## src/design/ssc_consts.svh

```systemverilog
// Purpose: Constants of the sensor supply current-limit controller
// Assumes: 10 MHz core clock
// Notes: Times are kept in microseconds, cycle counts derive from them
`ifndef SSC_CONSTS_SVH
`define SSC_CONSTS_SVH

// ----------------------------------------
// Register offsets and reset values
// ----------------------------------------
`define SSC_CFG_OFS 8'h18
`define SSC_STAT_OFS 8'hF0
`define SSC_CFG_RST 8'h00
`define SSC_UNMAPPED_RD 8'h00

// ----------------------------------------
// Configuration field positions
// ----------------------------------------
`define SSC_EN_BIT 0
`define SSC_LIMDIS_BIT 1
`define SSC_DBL_BIT 2
`define SSC_BLANK_LSB 3
`define SSC_BLANK_MSB 4
`define SSC_DYN_BIT 5
`define SSC_RETRY_LSB 6
`define SSC_RETRY_MSB 7

// ----------------------------------------
// Timing
// ----------------------------------------
`define SSC_CLK_MHZ 10
`define SSC_EN_FILT_US 200
`define SSC_BLANK0_US 5500
`define SSC_BLANK1_US 16500
`define SSC_BLANK2_US 55000
`define SSC_BLANK3_US 165000
`define SSC_RETRY1_US 400000
`define SSC_RETRY2_US 4000000
`define SSC_RETRY3_US 12000000

`endif

```

## src/design/ssc_pkg.sv

```systemverilog
// Purpose: Types of the sensor supply current-limit controller
// Assumes: Nothing beyond the constants header
// Notes: Timer width covers the longest retry period
`default_nettype none

package ssc_pkg;

	// Supply controller states
	typedef enum logic [2:0] {
		ST_OFF = 3'b000,
		ST_ON = 3'b001,
		ST_BLANK = 3'b010,
		ST_RETRY = 3'b011,
		ST_LATCH = 3'b100
	} ssc_state_t;

	// Wide enough for 12 s at 10 MHz
	typedef logic [26:0] ssc_cnt_t;

endpackage : ssc_pkg

`default_nettype wire

```

## src/design/ssc_en_if.sv

```systemverilog
// Purpose: Carries the supply enable between register and filter
// Assumes: Single clock domain
// Notes: raw is the register bit, filt the accepted level
`default_nettype none

interface ssc_en_if;
	logic raw;
	logic filt;
	modport filter_mp (input raw, output filt);
	modport user_mp (output raw, input filt);
endinterface : ssc_en_if

`default_nettype wire

```

## src/design/ssc_en_filter.sv

```systemverilog
// Purpose: Rejects short pulses on the supply enable bit
// Assumes: raw is synchronous to core_clk
// Notes: A change must hold for the full filter time to pass
`include "ssc_consts.svh"
`default_nettype none

module ssc_en_filter (
	input wire logic core_clk, // Core clock
	input wire logic resetn, // Sync reset, active low
	ssc_en_if.filter_mp en_io // Raw in, filtered out
);
	localparam logic [11:0] FILT_CYC = 12'(`SSC_EN_FILT_US * `SSC_CLK_MHZ);

	logic [11:0] run_q;
	logic [11:0] run_d;
	logic filt_q;
	logic filt_d;

	// Count how long raw has differed from the accepted level
	always_comb
	begin
		run_d = 12'h000;
		filt_d = filt_q;
		if (en_io.raw != filt_q)
		begin
			if (run_q == FILT_CYC - 12'h001)
			begin
				filt_d = en_io.raw;
			end
			else
			begin
				run_d = run_q + 12'h001;
			end
		end
	end

	// Registers; a glitch back restarts the count from zero
	always_ff @(posedge core_clk)
	begin
		if (!resetn)
		begin
			run_q <= 12'h000;
			filt_q <= 1'b0;
		end
		else
		begin
			run_q <= run_d;
			filt_q <= filt_d;
		end
	end

	assign en_io.filt = filt_q;
endmodule : ssc_en_filter

`default_nettype wire

```

## src/design/ssc_supply_ctrl.sv

```systemverilog
// Purpose: Current-limit and retry control for one sensor supply switch
// Assumes: Comparator and register inputs synchronous to core_clk
// Notes: Long counts are parameters so simulation can shorten them
//
// Contract
// - Retry field: latch-off or 400ms/4s/12s retry
// - Blanking field selects 5.5/16.5/55/165 ms
// - Dynamic blanking shortens time below 18 V
// - Between 9 and 17 V: half blanking time
// - Below 9 V: quarter blanking time
// - Double limit during blanking above 18 V
// - Limit disable: no limiting, sense amp off
// - Enable bit turns on pass gate drive
// - Enable cleared resets all limit timers
// - Enable pulses under 200 us ignored
`include "ssc_consts.svh"
`default_nettype none

module ssc_supply_ctrl #(
	parameter ssc_pkg::ssc_cnt_t BLANK0_CYC = 27'(`SSC_BLANK0_US * `SSC_CLK_MHZ),
	parameter ssc_pkg::ssc_cnt_t BLANK1_CYC = 27'(`SSC_BLANK1_US * `SSC_CLK_MHZ),
	parameter ssc_pkg::ssc_cnt_t BLANK2_CYC = 27'(`SSC_BLANK2_US * `SSC_CLK_MHZ),
	parameter ssc_pkg::ssc_cnt_t BLANK3_CYC = 27'(`SSC_BLANK3_US * `SSC_CLK_MHZ),
	parameter ssc_pkg::ssc_cnt_t RETRY1_CYC = 27'(`SSC_RETRY1_US * `SSC_CLK_MHZ),
	parameter ssc_pkg::ssc_cnt_t RETRY2_CYC = 27'(`SSC_RETRY2_US * `SSC_CLK_MHZ),
	parameter ssc_pkg::ssc_cnt_t RETRY3_CYC = 27'(`SSC_RETRY3_US * `SSC_CLK_MHZ)
) (
	input wire logic core_clk, // Core clock, 10 MHz
	input wire logic resetn, // Sync reset, active low
	input wire logic [7:0] reg_addr, // Register address
	input wire logic reg_wr, // Write strobe
	input wire logic reg_rd, // Read strobe
	input wire logic [7:0] reg_wdata, // Write data
	output logic [7:0] reg_rdata, // Read data, one cycle after strobe
	input wire logic oc_normal, // Current above normal threshold
	input wire logic oc_double, // Current above double threshold
	input wire logic out_below_18v, // Supply output below 18 V
	input wire logic out_below_9v, // Supply output below 9 V
	output logic pass_gate_drive, // Gate driver of pass transistor
	output logic sense_amp_en, // Current-sense amplifier on
	output logic dbl_thresh_sel, // Analog limit set to double
	output ssc_pkg::ssc_state_t ctrl_state // Controller state
);
	import ssc_pkg::*;

	// ----------------------------------------
	// Decoding helpers
	// ----------------------------------------
	function automatic logic addr_hit(input logic [7:0] addr, input logic [7:0] ofs);
		addr_hit = (addr == ofs);
	endfunction : addr_hit

	// Blanking advance per cycle; larger steps shorten the window
	function automatic ssc_cnt_t blank_step(input logic dyn, input logic b18, input logic b9);
		blank_step = 27'h0000001;
		if (dyn && b9)
		begin
			blank_step = 27'h0000004;
		end
		else if (dyn && b18)
		begin
			blank_step = 27'h0000002;
		end
	endfunction : blank_step

	// ----------------------------------------
	// Declarations
	// ----------------------------------------
	logic [7:0] cfg_q;
	logic [7:0] cfg_d;
	logic [7:0] rdata_q;
	logic [7:0] rdata_d;
	ssc_state_t state_q;
	ssc_state_t state_d;
	ssc_cnt_t tmr_q;
	ssc_cnt_t tmr_d;
	logic gate_q;
	logic gate_d;
	logic [1:0] retry_sel;
	logic [1:0] blank_sel;
	logic dyn_en;
	logic dbl_en;
	logic lim_dis;
	logic en_ok;
	logic oc_now;
	ssc_cnt_t blank_lim;
	ssc_cnt_t retry_lim;
	ssc_en_if en_bus ();

	// ----------------------------------------
	// Configuration fields
	// ----------------------------------------
	assign retry_sel = cfg_q[`SSC_RETRY_MSB:`SSC_RETRY_LSB];
	assign blank_sel = cfg_q[`SSC_BLANK_MSB:`SSC_BLANK_LSB];
	assign dyn_en = cfg_q[`SSC_DYN_BIT];
	assign dbl_en = cfg_q[`SSC_DBL_BIT];
	assign lim_dis = cfg_q[`SSC_LIMDIS_BIT];
	assign en_bus.raw = cfg_q[`SSC_EN_BIT];
	assign en_ok = en_bus.filt;

	// Enable filter keeps short writes from toggling the gate
	ssc_en_filter u_en_filter (
		.core_clk(core_clk),
		.resetn(resetn),
		.en_io(en_bus.filter_mp)
	);

	// Blanking and retry limits from the fields
	always_comb
	begin
		case (blank_sel)
			2'b00: blank_lim = BLANK0_CYC;
			2'b01: blank_lim = BLANK1_CYC;
			2'b10: blank_lim = BLANK2_CYC;
			default: blank_lim = BLANK3_CYC;
		endcase
		case (retry_sel)
			2'b01: retry_lim = RETRY1_CYC;
			2'b10: retry_lim = RETRY2_CYC;
			default: retry_lim = RETRY3_CYC;
		endcase
	end

	// Threshold choice; double only in blanking with output high
	assign dbl_thresh_sel = dbl_en && !lim_dis && state_q == ST_BLANK && !out_below_18v;
	assign oc_now = !lim_dis && (dbl_thresh_sel ? oc_double : oc_normal);
	assign sense_amp_en = !lim_dis;

	// ----------------------------------------
	// Register access
	// ----------------------------------------
	always_comb
	begin
		cfg_d = cfg_q;
		rdata_d = rdata_q;
		if (reg_wr && addr_hit(reg_addr, `SSC_CFG_OFS))
		begin
			cfg_d = reg_wdata;
		end
		if (reg_rd)
		begin
			if (addr_hit(reg_addr, `SSC_CFG_OFS))
			begin
				rdata_d = cfg_q;
			end
			else if (addr_hit(reg_addr, `SSC_STAT_OFS))
			begin
				rdata_d = {3'h0, dbl_thresh_sel, gate_q, state_q};
			end
			else
			begin
				rdata_d = `SSC_UNMAPPED_RD;
			end
		end
	end

	always_ff @(posedge core_clk)
	begin
		if (!resetn)
		begin
			cfg_q <= `SSC_CFG_RST;
			rdata_q <= 8'h00;
		end
		else
		begin
			cfg_q <= cfg_d;
			rdata_q <= rdata_d;
		end
	end

	assign reg_rdata = rdata_q;

	// ----------------------------------------
	// Limit state machine
	// ----------------------------------------
	// One timer serves blanking and retry; they never overlap
	always_comb
	begin
		state_d = state_q;
		tmr_d = tmr_q;
		case (state_q)
			ST_OFF:
			begin
				tmr_d = 27'h0000000;
				if (en_ok)
				begin
					state_d = ST_ON;
				end
			end
			ST_ON:
			begin
				tmr_d = 27'h0000000;
				if (oc_now)
				begin
					state_d = ST_BLANK;
				end
			end
			ST_BLANK:
			begin
				if (!oc_now)
				begin
					state_d = ST_ON;
					tmr_d = 27'h0000000;
				end
				else if (tmr_q + blank_step(dyn_en, out_below_18v, out_below_9v) >= blank_lim)
				begin
					state_d = (retry_sel == 2'b00) ? ST_LATCH : ST_RETRY;
					tmr_d = 27'h0000000;
				end
				else
				begin
					tmr_d = tmr_q + blank_step(dyn_en, out_below_18v, out_below_9v);
				end
			end
			ST_RETRY:
			begin
				if (tmr_q >= retry_lim - 27'h0000001)
				begin
					state_d = ST_ON;
					tmr_d = 27'h0000000;
				end
				else
				begin
					tmr_d = tmr_q + 27'h0000001;
				end
			end
			ST_LATCH:
			begin
				tmr_d = 27'h0000000;
			end
			default:
			begin
				state_d = ST_OFF;
				tmr_d = 27'h0000000;
			end
		endcase
		// Disable wins over everything and clears the timers
		if (!en_ok)
		begin
			state_d = ST_OFF;
			tmr_d = 27'h0000000;
		end
		gate_d = (state_d == ST_ON) || (state_d == ST_BLANK);
	end

	always_ff @(posedge core_clk)
	begin
		if (!resetn)
		begin
			state_q <= ST_OFF;
			tmr_q <= 27'h0000000;
			gate_q <= 1'b0;
		end
		else
		begin
			state_q <= state_d;
			tmr_q <= tmr_d;
			gate_q <= gate_d;
		end
	end

	assign pass_gate_drive = gate_q;
	assign ctrl_state = state_q;
endmodule : ssc_supply_ctrl

`default_nettype wire

```

## config.mk

```make
export PLATFORM = sky130hd
export DESIGN_NAME = ssc_supply_ctrl
export DESIGN_NICKNAME = d
export VERILOG_FILES = /design/src/design/ssc_pkg.sv /design/src/design/ssc_en_if.sv /design/src/design/ssc_en_filter.sv /design/src/design/ssc_supply_ctrl.sv
export VERILOG_INCLUDE_DIRS = /design/src /design/src/design
export SDC_FILE = /design/constraint.sdc
export NUM_CORES = 1
export LEC_CHECK = 0
export ABC_AREA = 1
export BUFFER_PORTS_ARGS = -buffer_cell sky130_fd_sc_hd__buf_2
export CAP_MARGIN = 0
export CORE_AREA = 4 4 105 107
export DETAILED_ROUTE_END_ITERATION = 16
export DIE_AREA = 0 0 109 111
export MAX_ROUTING_LAYER = met4
export PLACE_DENSITY_LB_ADDON = 0.08
export RECOVER_POWER = 100
export SETUP_SLACK_MARGIN = 0.02
export SYNTH_ARGS = -nofsm -noshare
export SYNTH_HDL_FRONTEND = slang
export SYNTH_SLANG_ARGS = --single-unit
```

## constraint.sdc

```tcl
create_clock -name core_clk -period 9.4 [get_ports core_clk]
set_input_delay 1.88 -clock core_clk [delete_from_list [all_inputs] [get_ports core_clk]]
set_output_delay 1.88 -clock core_clk [all_outputs]
set_load 0.01 [all_outputs]
```

# ---- Word-level counts from Yosys, hierarchy flattened
# Index checks and enable logic that the tools add are counted.
dict set report word_totals {
  regBits 60
  inputBits 24
}
dict set report op_classes {
  addsub 5
  order_cmp 2
  n_eq_ne 14
  muxes 23
  bitwise 2
  reduce_logical 16
}
# operator n
set ops {}
lappend ops {{27-bit two-way mux} 9}
lappend ops {{27-bit case mux with 2 select lines} 2}
lappend ops {{21-bit case mux with 3 select lines} 1}
lappend ops {{27-bit adder} 2}
lappend ops {{27-bit greater-or-equal comparator} 2}
lappend ops {{27-bit by 1-bit adder with 27-bit output (second input constant)} 1}
lappend ops {{27-bit by 1-bit subtractor with 27-bit output (second input constant)} 1}
lappend ops {{3-bit two-way mux} 6}
lappend ops {{3-bit case mux with 5 select lines} 1}
lappend ops {{12-bit by 1-bit adder with 12-bit output (second input constant)} 1}
lappend ops {{12-bit by 11-bit equality test with 1-bit output (second input constant)} 1}
lappend ops {{3-bit by 2-bit equality test with 1-bit output (second input constant)} 3}
lappend ops {{8-bit by 5-bit equality test with 1-bit output (second input constant)} 1}
lappend ops {{8-bit equality test (second input constant)} 1}
lappend ops {{8-bit two-way mux} 1}
lappend ops {{1-bit logical AND} 7}
lappend ops {{3-bit by 1-bit equality test with 1-bit output (second input constant)} 2}
lappend ops {{5-bit two-way mux} 1}
lappend ops {{2-bit by 1-bit equality test with 1-bit output (second input constant)} 2}
lappend ops {{2-bit equality test (second input constant)} 2}
lappend ops {{2-bit zero test} 2}
lappend ops {{2-bit AND reduction} 2}
lappend ops {{3-bit equality test (second input constant)} 1}
lappend ops {{3-bit zero test} 1}
lappend ops {{7 further kinds} 9}

# ---- Depth between registers and ports, before layout
dict set report depth {
  ltp_word 17
  ltp_mapped 29
  mapped_depth_nobuf 29
}

# ---- Hierarchy
# From an unflattened synthesis, not the netlist that was laid out.
dict set report hier_totals {
  hier_cells 693
  area_unflattened_um2 4658.2
}
# mod n_inst cells_per_inst area_each_um2 seq_area_each_um2
set by_module_without_submodules {}
lappend by_module_without_submodules {ssc_supply_ctrl 1 592 3960.0 940.9}
lappend by_module_without_submodules {ssc_en_filter 1 101 698.2 260.2}

# ---- Worst setup path before layout
# No wires, ideal clock.
dict set report synth_path {
  path_kind {input -> register}
  from {in out_below_9v}
  to {reg gate_q, in the netlist pass_gate_drive}
  setup_ps 70
  arrival_time_ps 4994
  required_time_ps 9330
  path_slack_ps 4337
  path_stages 29
  cell_sequence {o21ai_0 ha_1 inv_1 fa_1 nand2_4 nand3_4 nor2_4 nand2_2 nor2_1 nand2_1 xor2_1 inv_1 ha_1 nand2_1 nor3_1 nand3_1 nor2_1 nand3_1 nor2_1 nand3_1 nor2_1 nor2_2 nand2_4 nand2_1 nand2_1 nand2_1 nand2_1 nand3_1 a21oi_1}
}
dict set report synth_between {
  elab_chain_cells 12
  word_cells_on_any_way 13
  classes_between {1 x add/sub; 1 x order compare; 2 x eq/ne; 7 x mux; 2 x reduce/logical}
}
# item line_no
set synth_lines {}
lappend synth_lines {{start: declaration} ssc_supply_ctrl.sv:38} ;# input wire logic out_below_9v,
lappend synth_lines {{1-bit logical AND (*)} ssc_supply_ctrl.sv:56} ;# if (dyn && b9)
lappend synth_lines {{27-bit two-way mux (*)} ssc_supply_ctrl.sv:56}
lappend synth_lines {{27-bit two-way mux (*)} ssc_supply_ctrl.sv:200} ;# if (!oc_now)
lappend synth_lines {{27-bit two-way mux (*)} ssc_supply_ctrl.sv:181} ;# case (state_q)
lappend synth_lines {{27-bit adder (*)} ssc_supply_ctrl.sv:205} ;# else if (tmr_q + blank_step(dyn_en, out_below_18v, out_below_9v) >= blank_lim)
lappend synth_lines {{27-bit greater-or-equal comparator (*)} ssc_supply_ctrl.sv:205}
lappend synth_lines {{3-bit two-way mux (*)} ssc_supply_ctrl.sv:205}
lappend synth_lines {{3-bit two-way mux (*)} ssc_supply_ctrl.sv:200}
lappend synth_lines {{3-bit case mux with 5 select lines (*)} ssc_supply_ctrl.sv:181}
lappend synth_lines {{3-bit two-way mux (*)} ssc_supply_ctrl.sv:238} ;# if (!en_ok)
lappend synth_lines {{3-bit by 1-bit equality test with 1-bit output or 3-bit by 2-bit equality test with 1-bit output (tied branches)} ssc_supply_ctrl.sv:243} ;# gate_d = (state_d == ST_ON) || (state_d == ST_BLANK);
lappend synth_lines {{1-bit logical OR (*)} ssc_supply_ctrl.sv:243}
lappend synth_lines {{end signal: assignment} ssc_supply_ctrl.sv:258} ;# gate_q <= gate_d;
lappend synth_lines {{end: declaration} ssc_supply_ctrl.sv:77} ;# logic gate_q;
# Every way passes the cells marked *; elsewhere a longest branch is shown, timed or not. The select of a mux whose other input is x is not followed.
# A chain may end at the register's enable or synchronous reset.

# ---- Worst setup path in the final report
dict set report layout_path {
  from {in out_below_9v}
  to {reg tmr_q[18]}
}
dict set report layout_between {
  elab_chain_cells 9
  word_cells_on_any_way 13
  classes_between {2 x add/sub; 1 x order compare; 9 x mux; 1 x reduce/logical}
}
# item line_no
set layout_lines {}
lappend layout_lines {{1-bit logical AND (*)} ssc_supply_ctrl.sv:56}
lappend layout_lines {{27-bit two-way mux (*)} ssc_supply_ctrl.sv:56}
lappend layout_lines {{27-bit two-way mux, on equally long branches} {ssc_supply_ctrl.sv:200, ssc_supply_ctrl.sv:205}}
lappend layout_lines {{27-bit two-way mux, on equally long branches} {ssc_supply_ctrl.sv:181, ssc_supply_ctrl.sv:200}}
lappend layout_lines {{27-bit adder or 27-bit two-way mux (tied branches)} {ssc_supply_ctrl.sv:205, ssc_supply_ctrl.sv:181}}
lappend layout_lines {{27-bit greater-or-equal comparator or 27-bit adder (tied branches)} {ssc_supply_ctrl.sv:205, ssc_supply_ctrl.sv:212}}
lappend layout_lines {{27-bit two-way mux (*)} ssc_supply_ctrl.sv:205}
lappend layout_lines {{27-bit two-way mux (*)} ssc_supply_ctrl.sv:200}
lappend layout_lines {{27-bit case mux with 2 select lines (*)} ssc_supply_ctrl.sv:181}
lappend layout_lines {{end signal: assignment} ssc_supply_ctrl.sv:257} ;# tmr_q <= tmr_d;
lappend layout_lines {{end: declaration} ssc_supply_ctrl.sv:75} ;# ssc_cnt_t tmr_q;
# Marks and branches as above.

==> flow_results.xml <==
<?xml version="1.0" encoding="UTF-8"?>
<metrics>
  <group name="cells_and_area">
    <metric name="final_util" unit="">0.485</metric>
    <metric name="area_growth" unit="%">9.77</metric>
    <metric name="mostFrequentLayoutCells" unit="">157 x sky130_fd_sc_hd__nand2_1, 74 x sky130_fd_sc_hd__nor2_1, 73 x sky130_fd_sc_hd__inv_1</metric>
    <metric name="final_common_cell" unit="">sky130_fd_sc_hd__nand2_1</metric>
    <metric name="nFillCells" unit="">1077</metric>
    <metric name="antennaDiodeCount" unit="">0</metric>
    <metric name="final_layout_size_suffix_gt1_frac" unit="">0.0809</metric>
    <metric name="finish.net_count" unit="">762</metric>
  </group>
  <group name="drt">
    <metric name="route.vias.total" unit="">4382</metric>
    <metric name="firstDrtPassIters" unit="">5</metric>
    <metric name="wl_met1" unit="µm">6130</metric>
    <metric name="top_signal_layer_used" unit="">met4</metric>
    <metric name="route.met2.wl" unit="µm">5730</metric>
    <metric name="dr.first_iter.drc_count" unit="">262</metric>
    <metric name="route.detailed.drc" unit="">0</metric>
    <metric name="routed_via_density" unit="">5.21</metric>
    <metric name="ant_nets" unit="">0</metric>
    <metric name="routed_wire_length_per_instance" unit="µm">15.1</metric>
    <metric name="met3_wirelength" unit="µm">605</metric>
    <metric name="wl" unit="µm">12700</metric>
  </group>
  <group name="grt">
    <metric name="antenna_found_initial" unit="">0</metric>
    <metric name="globalRouteTotalUtil" unit="">0.225</metric>
    <metric name="grt_pass1_wl" unit="µm">21300</metric>
    <metric name="first_global_vias" unit="">4320</metric>
    <metric name="grt_overflow_total" unit="">0</metric>
    <metric name="grt_max_degree" unit="">29</metric>
  </group>
  <group name="timing">
    <metric name="timing.max_slew.rel_slack" unit="">-0.115</metric>
    <metric name="grt_setup_unrepaired" unit="">no</metric>
    <metric name="highest_achievable_clock_rate" unit="GHz">0.154</metric>
    <metric name="final_min_period" unit="ns">6.51</metric>
    <metric name="tns" unit="ns">0</metric>
    <metric name="max_slew.worst_pin.slew" unit="ns">1.67</metric>
    <metric name="setup_viol" unit="">0</metric>
    <metric name="skew" unit="ns">0.00810</metric>
    <metric name="finalHoldViolations" unit="">0</metric>
    <metric name="slew_violations" unit="">22</metric>
    <metric name="fin_crit_sh" unit="">0.692</metric>
  </group>
  <group name="synth">
    <metric name="unique_cell_type_count_in_the_yosys_netlist" unit="">42</metric>
    <metric name="synth_area" unit="mm²">0.00448</metric>
    <metric name="synth_sequential_area_ratio" unit="">0.268</metric>
    <metric name="syn-instance-count" unit="">666</metric>
    <metric name="yosys_register_bits" unit="">60</metric>
    <metric name="yosys_warnings" unit="">0</metric>
    <metric name="synth_area_per_inst" unit="µm²">6.73</metric>
    <metric name="syn-num-nets" unit="">728</metric>
  </group>
  <group name="critical_path">
    <metric name="crit_top_cell" unit="">sky130_fd_sc_hd__nor2_1</metric>
    <metric name="critPathRequiredTime" unit="ns">9.66</metric>
    <metric name="setup.worst_path.class" unit="">primary input to register</metric>
    <metric name="slowest_delay" unit="ns">1.24</metric>
    <metric name="reg2reg_setup_slack" unit="ns">4.01</metric>
    <metric name="rr_worst_depth" unit="">26</metric>
    <metric name="cp-start-kind" unit="">primary input</metric>
    <metric name="crit_fanout" unit="">21</metric>
    <metric name="end_kind" unit="">register</metric>
    <metric name="slowest_stage" unit="">sky130_fd_sc_hd__nor2_1</metric>
    <metric name="critical_path_arrival" unit="ns">6.77</metric>
  </group>
  <group name="power_and_ir_drop">
    <metric name="share_clk_of_total_power" unit="">0.498</metric>
    <metric name="power_switching_share" unit="">0.237</metric>
    <metric name="worst_ir_drop_vdd" unit="V">0.0000774</metric>
    <metric name="internal_power_of_the_cells" unit="mW">0.412</metric>
    <metric name="cellPowerDensity" unit="mW/mm²">110</metric>
    <metric name="p_switching" unit="mW">0.128</metric>
    <metric name="power.static_leakage" unit="nW">2.02</metric>
    <metric name="seqPwrFrac" unit="">0.475</metric>
    <metric name="comb_power_share" unit="">0.027</metric>
  </group>
  <group name="floorplanning">
    <metric name="core" unit="mm²">0.0101</metric>
    <metric name="die_height" unit="µm">111</metric>
    <metric name="chipWidth" unit="µm">109</metric>
    <metric name="rows" unit="">37</metric>
    <metric name="io-pin-count" unit="">38</metric>
    <metric name="floorplan.initialDensity" unit="">0.442</metric>
    <metric name="die_area" unit="mm²">0.0121</metric>
  </group>
  <group name="cts">
    <metric name="cts-root-buf" unit="">sky130_fd_sc_hd__clkbuf_8</metric>
    <metric name="numCtsBuffers" unit="">9</metric>
    <metric name="htree_num_levels" unit="">3</metric>
    <metric name="insertion_delay" unit="ns">0.35</metric>
    <metric name="clock_tree_buf_depth" unit="">2</metric>
    <metric name="clkTransAtPathRegs" unit="ns">0.08</metric>
    <metric name="cts.sinks" unit="">60</metric>
    <metric name="postCtsResizedCells" unit="">0</metric>
    <metric name="tritoncts" unit="">built</metric>
    <metric name="post_cts_hold_buffer_count" unit="">0</metric>
    <metric name="post-cts-setup-buffers" unit="">0</metric>
  </group>
  <group name="min_path">
    <metric name="hp-class" unit="">register to register</metric>
    <metric name="min_path_cells" unit="">1</metric>
  </group>
  <group name="place">
    <metric name="finalWeightedCongestion" unit="">0.944</metric>
    <metric name="buffer_ports.inserted" unit="">37</metric>
    <metric name="hpwl" unit="µm">9740</metric>
  </group>
  <group name="run_status">
    <metric name="run_status" unit="">finished, violations left</metric>
    <metric name="failed_checks" unit="">capacitance limit, slew limit</metric>
  </group>
  <group name="run">
    <metric name="cap_viol_max_count" unit="">1</metric>
  </group>
</metrics>
[critical path, delay by kind of cell]
kind                       cells  cell delay, ns
AOI/OAI and AO/OA              2            0.41
xor gates and xnor gates       1            0.14
adders and majority gates      3            0.88
buffers and inverters          3            0.26
and+or+nand+nor               18            3.21
[power groups by stage]
stage | registers, mW | logic, mW | clock network, mW
floorplan | 0.263 | 0.00545 | 0
global placement | 0.262 | 0.0149 | 0
detailed placement | 0.262 | 0.0152 | 0
CTS | 0.256 | 0.0152 | 0.275
global route | 0.257 | 0.0164 | 0.283
finish | 0.256 | 0.0145 | 0.269
[final timing paths]
kind,from,to
worst max-delay path,out_below_9v,tmr_q[18]$_SDFF_PN0_
worst min-delay path,u_en_filter.run_q[0]$_SDFF_PP0_,u_en_filter.run_q[0]$_SDFF_PP0_
worst max register to register,cfg_q[5]$_SDFFE_PN0P_,tmr_q[18]$_SDFF_PN0_
worst min register to register,u_en_filter.run_q[0]$_SDFF_PP0_,u_en_filter.run_q[0]$_SDFF_PP0_
[cell families (layout without fill, tap and decap cells)]
group                    after synthesis  after routing  share of synthesized area
AO/OA/AOI/OAI                         96             96                      0.119
XOR/XNOR                              40             40                     0.0781
adder cells (fa/ha/maj)               38             38                      0.108
buffers and inverters                 91            130                     0.0807
flip-flops                            60             60                      0.268
other                                  1              1                   0.000836
AND/OR/NAND/NOR                      340            340                      0.346
[metrics by stage]
stage / cells / hold slack [ns] / power, mW / cell area (µm²) / setup slack (ns)
floorplan: 666 / 0.418 / 0.269 / 4480 / 4.34
global placement: 825 / 0.430 / 0.277 / 4770 / 3.87
detailed placement: 825 / 0.468 / 0.278 / 4770 / 3.71
CTS: 841 / 0.486 / 0.546 / 4980 / 4.06
global route: 841 / 0.496 / 0.557 / 4920 / 2.26
finish: 841 / 0.470 / 0.540 / 4920 / 2.89
[Yosys cell counts, drive strengths merged]
cell type,count,share of area
and2,1,0.0014
o21a,2,0.0033
a32oi,1,0.0020
clkinv,2,0.0017
o21ai,26,0.029
o211ai,5,0.0084
inv,75,0.063
nand2,162,0.14
nand4,14,0.021
xor2,28,0.055
nand3b,4,0.0067
xnor2,12,0.023
or2,3,0.0042
clkbuf,10,0.0084
nor4,3,0.0042
a22oi,3,0.0050
o21bai,2,0.0033
ha,37,0.10
nand3,45,0.057
nor3b,3,0.0050
a31oi,6,0.0084
conb,1,0.00084
a211oi,1,0.0017
a21oi,48,0.054
nor2,81,0.077
dfxtp,60,0.27
a21boi,2,0.0042
buf,4,0.0078
fa,1,0.0045
nor3,24,0.027
[registers in the layout, summed over array words and instances, names as in the netlist]
signal and flops:
cfg_q 8, ctrl_state 3, pass_gate_drive 1, u_en_filter.en_io.filt 1
tmr_q 27, reg_rdata 8, u_en_filter.run_q 12
[per-layer routing]
metal  vias to the layer above  track usage
met2                       117        0.352
met3                        20       0.0262
met4                         0       0.0614
met1                      1990        0.306
met5                         -            -
li1                       2255            -
[area by class of cell]
type / count / area [µm²] / share of cell area
multi-input combinational: 515 / 2880 / 0.585
sequential: 60 / 1200 / 0.244
inverter: 77 / 289 / 0.0587
tap: 136 / 170 / 0.0346
timing repair buffer: 37 / 165 / 0.0336
clock buffer: 10 / 128 / 0.0259
clock inverter: 6 / 87.6 / 0.0178
Note: power is estimated with default switching activity, not from simulation.
